<file path="src/shared/smr_params.svh">
// offsets, field positions, reset values and the embedding enable code of the signal monitor registers
`ifndef SMR_PARAMS_SVH
`define SMR_PARAMS_SVH
`define SMR_ADDR_SYNC_CTRL    12'h26f
`define SMR_ADDR_MON_CTRL     12'h270
`define SMR_ADDR_PERIOD_LOW   12'h271
`define SMR_ADDR_PERIOD_MID   12'h272
`define SMR_ADDR_PERIOD_HIGH  12'h273
`define SMR_ADDR_RESULT_CTRL  12'h274
`define SMR_ADDR_RESULT_LOW   12'h275
`define SMR_ADDR_RESULT_MID   12'h276
`define SMR_ADDR_RESULT_HIGH  12'h277
`define SMR_ADDR_PERIOD_CNT   12'h278
`define SMR_ADDR_EMBED_CTRL   12'h279
`define SMR_ADDR_EMBED_SRC    12'h27a
`define SMR_RST_PERIOD_LOW    8'h80
`define SMR_RST_PERIOD_MID    8'h00
`define SMR_RST_PERIOD_HIGH   8'h00
`define SMR_RST_RESULT_SEL    1'h1
`define SMR_BIT_UPDATE        4
`define SMR_BIT_RESULT_SEL    0
`define SMR_BIT_PEAK_EN       1
`define SMR_EMBED_ENABLE      2'h1
`define SMR_PEAK_LSB          7
`endif

</file>
<file path="src/shared/smr_pkg.sv">
// types of the signal monitor register bank
package smr_pkg;
	typedef enum logic [1:0]
	{
		SMR_SYNC_OFF        = 2'b00,
		SMR_SYNC_CONTINUOUS = 2'b01,
		SMR_SYNC_ONESHOT    = 2'b10,
		SMR_SYNC_ONESHOT_B  = 2'b11
	} smr_sync_e;

	typedef struct packed
	{
		smr_sync_e   sync_mode;
		logic        sync_armed;
		logic        peak_en;
		logic [23:0] period;
		logic        result_sel;
		logic [19:0] result;
		logic [7:0]  period_cnt_snap;
		logic [1:0]  embed_ctrl;
		logic        embed_peak;
		logic [23:0] counter;
		logic [12:0] peak;
		logic [12:0] peak_last;
		logic [7:0]  rdata;
		logic        embed_en;
		logic        sync_done;
	} smr_state_s;
endpackage

</file>
<file path="src/hdl/smr_signal_monitor_regs.sv">
// signal monitor register bank with period counter and peak detector
//
// Our own choice: the address-and-strobe port.
`timescale 1ns/1ps
`include "smr_params.svh"

module smr_signal_monitor_regs
	import smr_pkg::*;
(
	input  wire logic        ref_clk_i,
	input  wire logic        rst_i,
	input  wire logic [11:0] addr_i,
	input  wire logic [7:0]  wdata_i,
	input  wire logic        wr_i,
	input  wire logic        rd_i,
	output logic      [7:0]  rdata_o,
	input  wire logic [12:0] sample_i,
	input  wire logic        sample_valid_i,
	input  wire logic        sync_i,
	output logic             embed_en_o,
	output logic             sync_done_o
);

	smr_state_s st_ff;
	smr_state_s nxt_st;

	// magnitude of a two's complement sample, saturating the most negative code
	function automatic logic [12:0] smr_abs(input logic [12:0] s);
		logic [12:0] neg;
		neg = 13'h0000 - s;
		if (!s[12])
			smr_abs = s;
		else if (s == 13'h1000)
			smr_abs = 13'h0fff;
		else
			smr_abs = neg;
	endfunction

	logic [12:0] mag;
	logic        wr_hit_update;
	logic        expire;

	// sample magnitude and period end; period zero is treated as one cycle
	assign mag           = smr_abs(sample_i);
	assign expire        = (st_ff.counter + 24'h000001 >= st_ff.period);
	assign wr_hit_update = wr_i && (addr_i == `SMR_ADDR_RESULT_CTRL)
		&& wdata_i[`SMR_BIT_UPDATE];

	// next state: register writes, counter, peak search, snapshot, read mux
	always_comb
	begin
		nxt_st = st_ff;
		nxt_st.sync_done = 1'b0;
		if (wr_i)
		begin
			unique case (addr_i)
				`SMR_ADDR_SYNC_CTRL:
				begin
					nxt_st.sync_mode  = smr_sync_e'(wdata_i[1:0]);
					nxt_st.sync_armed = 1'b1;
				end
				`SMR_ADDR_MON_CTRL:   nxt_st.peak_en = wdata_i[`SMR_BIT_PEAK_EN];
				`SMR_ADDR_PERIOD_LOW: nxt_st.period[7:0] = wdata_i;
				`SMR_ADDR_PERIOD_MID: nxt_st.period[15:8] = wdata_i;
				`SMR_ADDR_PERIOD_HIGH: nxt_st.period[23:16] = wdata_i;
				`SMR_ADDR_RESULT_CTRL: nxt_st.result_sel = wdata_i[`SMR_BIT_RESULT_SEL];
				`SMR_ADDR_EMBED_CTRL: nxt_st.embed_ctrl = wdata_i[1:0];
				`SMR_ADDR_EMBED_SRC:  nxt_st.embed_peak = wdata_i[1];
				default: ; // read-only and unmapped writes ignored
			endcase
		end

		// period counter with optional realignment on the external sync pulse
		if (sync_i && (st_ff.sync_mode == SMR_SYNC_CONTINUOUS
			|| (st_ff.sync_mode[1] && st_ff.sync_armed)))
		begin
			nxt_st.counter   = 24'h000000;
			nxt_st.peak      = 13'h0000;
			nxt_st.sync_done = 1'b1;
			// a rearming write in the same cycle wins over the spent shot
			if (st_ff.sync_mode[1] && !(wr_i && addr_i == `SMR_ADDR_SYNC_CTRL))
				nxt_st.sync_armed = 1'b0;
		end
		else if (expire)
		begin
			// restart the search so each period reports its own maximum
			nxt_st.counter   = 24'h000000;
			nxt_st.peak_last = st_ff.peak;
			nxt_st.peak      = (st_ff.peak_en && sample_valid_i) ? mag : 13'h0000;
		end
		else
		begin
			nxt_st.counter = st_ff.counter + 24'h000001;
			if (st_ff.peak_en && sample_valid_i && mag > st_ff.peak)
				nxt_st.peak = mag;
		end
		if (!st_ff.peak_en)
			nxt_st.peak = 13'h0000;

		// snapshot only on request; the bit itself is never stored
		if (wr_hit_update)
		begin
			if (st_ff.result_sel)
				nxt_st.result = {st_ff.peak_last, 7'h00};
			else
				nxt_st.result = 20'h00000;
			nxt_st.period_cnt_snap = st_ff.counter[7:0];
		end

		nxt_st.embed_en = (st_ff.embed_ctrl == `SMR_EMBED_ENABLE) && st_ff.embed_peak
			&& st_ff.peak_en;

		// read data appear the cycle after the read strobe
		nxt_st.rdata = 8'h00;
		if (rd_i)
		begin
			unique case (addr_i)
				`SMR_ADDR_SYNC_CTRL:   nxt_st.rdata = {6'h00, st_ff.sync_mode};
				`SMR_ADDR_MON_CTRL:    nxt_st.rdata = {6'h00, st_ff.peak_en, 1'b0};
				`SMR_ADDR_PERIOD_LOW:  nxt_st.rdata = st_ff.period[7:0];
				`SMR_ADDR_PERIOD_MID:  nxt_st.rdata = st_ff.period[15:8];
				`SMR_ADDR_PERIOD_HIGH: nxt_st.rdata = st_ff.period[23:16];
				`SMR_ADDR_RESULT_CTRL: nxt_st.rdata = {7'h00, st_ff.result_sel};
				`SMR_ADDR_RESULT_LOW:  nxt_st.rdata = st_ff.result[7:0];
				`SMR_ADDR_RESULT_MID:  nxt_st.rdata = st_ff.result[15:8];
				`SMR_ADDR_RESULT_HIGH: nxt_st.rdata = {4'h0, st_ff.result[19:16]};
				`SMR_ADDR_PERIOD_CNT:  nxt_st.rdata = st_ff.period_cnt_snap;
				`SMR_ADDR_EMBED_CTRL:  nxt_st.rdata = {6'h00, st_ff.embed_ctrl};
				`SMR_ADDR_EMBED_SRC:   nxt_st.rdata = {6'h00, st_ff.embed_peak, 1'b0};
				default:               nxt_st.rdata = 8'h00;
			endcase
		end
	end

	// state register; reset gives documented defaults
	always_ff @(posedge ref_clk_i or posedge rst_i)
	begin
		if (rst_i)
		begin
			st_ff            <= '0;
			st_ff.period     <= {`SMR_RST_PERIOD_HIGH, `SMR_RST_PERIOD_MID,
				`SMR_RST_PERIOD_LOW};
			st_ff.result_sel <= `SMR_RST_RESULT_SEL;
		end
		else
			st_ff <= nxt_st;
	end

	assign rdata_o     = st_ff.rdata;
	assign embed_en_o  = st_ff.embed_en;
	assign sync_done_o = st_ff.sync_done;
endmodule

</file>
<file path="config.mk">
export PLATFORM = sky130hd
export DESIGN_NAME = smr_signal_monitor_regs
export DESIGN_NICKNAME = d
export VERILOG_FILES = /design/src/shared/smr_pkg.sv /design/src/hdl/smr_signal_monitor_regs.sv
export VERILOG_INCLUDE_DIRS = /design/src /design/src/shared
export SDC_FILE = /design/constraint.sdc
export NUM_CORES = 1
export LEC_CHECK = 0
export BUFFER_PORTS_ARGS = -buffer_cell sky130_fd_sc_hd__buf_2
export CAP_MARGIN = 15
export CORE_ASPECT_RATIO = 0.75
export CORE_UTILIZATION = 55
export DETAILED_ROUTE_END_ITERATION = 7
export PLACE_DENSITY_LB_ADDON = 0.15
export SYNTH_ARGS = -nofsm -noshare
export SYNTH_HDL_FRONTEND = slang
export SYNTH_SLANG_ARGS = --single-unit
</file>
<file path="constraint.sdc">
create_clock -name ref_clk_i -period 3.8 [get_ports ref_clk_i]
set_input_delay 0.76 -clock ref_clk_i [delete_from_list [all_inputs] [get_ports ref_clk_i]]
set_output_delay 0.76 -clock ref_clk_i [all_outputs]
set_load 0.01 [all_outputs]
</file>
==> results.toml <==
[timing]
relSlewSlack = 0.449
fin_hold_ws_ns = 0.478
fin_crit_ns = 3.80
hold_viol_final = 0
report.final.slew_viol_count = 0
fin_ws_ns = -0.00211
finalSetupViolations = 1
tightestPinTransition_ns = 0.824
finClkSkew_ns = 0.0108
rsz0062_at_grt = "true"
fin_crit_sh = 1.00
fmax_mhz = 263
setup-tns-final_ns = -0.00211

[power]
pwr-share-comb = 0.145
leakagePower_uw = 0.00368
peakVddDrop_mv = 0.447
powerDensity_nw_per_um2 = 428
p_seq_frac = 0.365
clkPwrFrac = 0.490
p_switching_uw = 887
switching_share = 0.265
power.internal_uw = 2470

[routing]
wirelength_mm = 16.7
routedWlPerCell_um = 19.0
vias = 5298
ant_nets = 0
dr.pass1.iters = 6
drc = 0
drt-initial-drc-count = 612
vias_per_cell = 6.02

[finish]
drive_gt1_frac = 0.291
final_common_cell = "dfrtp_1"
n_fill_cell = 803
layout.nets = 805
final_cell_mix = "dfrtp_1 (110), nand2_1 (101), inv_1 (46), buf_2 (46), mux2_2 (40)"
diodes = 0
utilization = 0.708
syn2layout_area_growth_pct = 23.9

[synthesis]
synthAdderAreaFrac = 0.0772
synth_compound_gate_area_share = 0.137
syn_nets = 726
synth-seq-cells = 113
yosysUniqueCellTypes = 64
async_reset_ff_frac = 1.00
synthesis.area_sq_um = 6320
synthSimpleGateAreaFrac = 0.174
synth-xor-area-share = 0.0305
synthTopCellsByArea = "dfrtp_1 (44%), ha_1 (7.7%), mux2_2 (7.1%), nand2_1 (6.0%), inv_1 (3.0%)"
synth_top_family_by_area = "simple AND/OR/NAND/NOR gates"
yosysSeqAreaShare = 0.448
synth_edf_count = 0
synth_top_area_cell = "dfrtp_1"
ys.flop_type = "dfrtp_1"
yosys-mux-area-fraction = 0.0792
yosysTopAreaCellShare = 0.440
ys_warn_count = 0
syn_area_per_cell_sq_um = 9.75
synth_cells = 648

[clocking]
cts_buffers = 17
clock-root-buffer = "clkbuf_16"
insertion_delay_ns = 0.41
cts_max_path_buffers = 2
htree_levels = 4
cts.sinks = 113
cts_tree = "yes"
clk_pin_slew_ns = 0.06
ctsHoldBuffers = 0

[setup_path]
critPathArrivalTime_ns = 4.11
required_ns = 4.10
critical_path_class = "in2reg"
cp-start-kind = "input port"
end_kind = "register"
crit_fanout = 6

[place]
dp_hpwl_mm = 11.8
io_buffers = 48
dp_slack_ns = -0.474
routabilityCongestion = 0.910

[floorplan]
die_w_um = 126
initial_core_util = 0.571
coreArea_sq_um = 11100
chipHeight_um = 94.8
pin_count = 49
rows = 33
dieArea_sq_um = 11900

[hold_path]
hp-class = "reg2reg"

[global_route]
track_usage = 0.288
grt_pass1_vias = 5005
grt-ovfl-total = 0
antenna_found_initial = 0
grt_max_degree = 67
grt_pass1_wl_mm = 26.2

[status]
violations = "negative setup slack"
outcome = "finished, violations left"

[flow_run]
cap_violations = 0
-- what timing repair did --
item	4_1_cts	5_1_grt
setup endpoints to repair	5	50
resized for setup	4	44
buffers inserted	0	5
gates cloned	1	1
pin swaps	3	14
-- cells in the mapped netlist, drive strengths merged (5+ instances only) --
| master | count |
|---|---|
| a21oi | 29 |
| mux2 | 40 |
| nand4 | 7 |
| dfrtp | 111 |
| nand3 | 17 |
| nor3 | 9 |
| xnor2 | 10 |
| or3 | 6 |
| nor2 | 35 |
| mux2i | 5 |
| a22oi | 8 |
| inv | 50 |
| o21ai | 39 |
| buf | 12 |
| a222oi | 7 |
| o32ai | 11 |
| and3 | 27 |
| xor2 | 12 |
| ha | 39 |
| clkbuf | 16 |
| nand2 | 102 |
-- final timing paths --
path	to	depth (start not counted)	start	slack, ns
setup / recovery	st_ff[32]	15	sample_i[0]	-0.002
hold reg to reg	st_ff[16]	2	st_ff[16]	0.48
hold / removal	st_ff[16]	2	st_ff[16]	0.48
min in group asynchronous	st_ff[117]	2	rst_i	0.50
setup reg to reg	st_ff[27]	15	st_ff[36]	0.22
max in group asynchronous	st_ff[36]	3	rst_i	2.55
-- logic make-up (layout without fill, tap and decap cells) --
group | Yosys count | after routing
compound gates | 125 | 125
xor+xnor | 22 | 22
fa+ha+maj | 39 | 39
buf+inv | 79 | 170
flops | 113 | 113
mux | 45 | 45
other cells | 1 | 1
simple gates | 224 | 225
-- area by class of cell --
| type | instances | area (sq um) | area share |
|---|---|---|---|
| multi-input combinational | 457 | 3400 | 0.434 |
| tap | 140 | 175 | 0.0224 |
| clock inverter | 14 | 179 | 0.0229 |
| timing repair buffer | 87 | 594 | 0.0759 |
| sequential | 113 | 2830 | 0.362 |
| inverter | 51 | 211 | 0.0270 |
| clock buffer | 18 | 439 | 0.0561 |
-- critical path, stage by stage --
cell	delay (ns)
buf_12	0.11
inv_12	0.04
ha_4	0.11
or3b_4	0.39
or3_4	0.43
or3_1	0.38
a31o_2	0.28
inv_2	0.07
ha_4	0.13
nand4_1	0.09
or4_4	0.55
nand3_4	0.09
a31oi_4	0.05
or3_4	0.41
o32ai_2	0.23
-- registers in the layout, summed over array words and instances, names as in the netlist --
name / cells
rdata_o: 8
st_ff: 103
embed_en_o: 1
sync_done_o: 1
-- power groups by stage --
stage / clock network (uW) / registers, uW / logic [uW]
after floorplan: 0 / 1240 / 246
after global placement: 0 / 1240 / 374
after detailed placement: 0 / 1240 / 384
after CTS: 1650 / 1220 / 401
after global routing: 1710 / 1220 / 524
final: 1640 / 1220 / 485
-- routing by layer --
metal,part of all wire,vias to the layer above,wire [um],global-route usage
met5,0,-,0,0
met4,0.015,0,255,0.0693
met3,0.075,27,1250,0.0737
met2,0.45,222,7530,0.440
met1,0.46,2591,7700,0.412
li1,-,2458,-,-
-- stage by stage --
stage	power, uW	area (sq um)	cells
finish	3350	7830	880
CTS	3270	7560	874
detailed placement	1630	6910	841
global route	3460	7830	880
global placement	1620	6910	841
floorplan	1480	6370	648
Note: power is estimated with default switching activity, not from simulation.
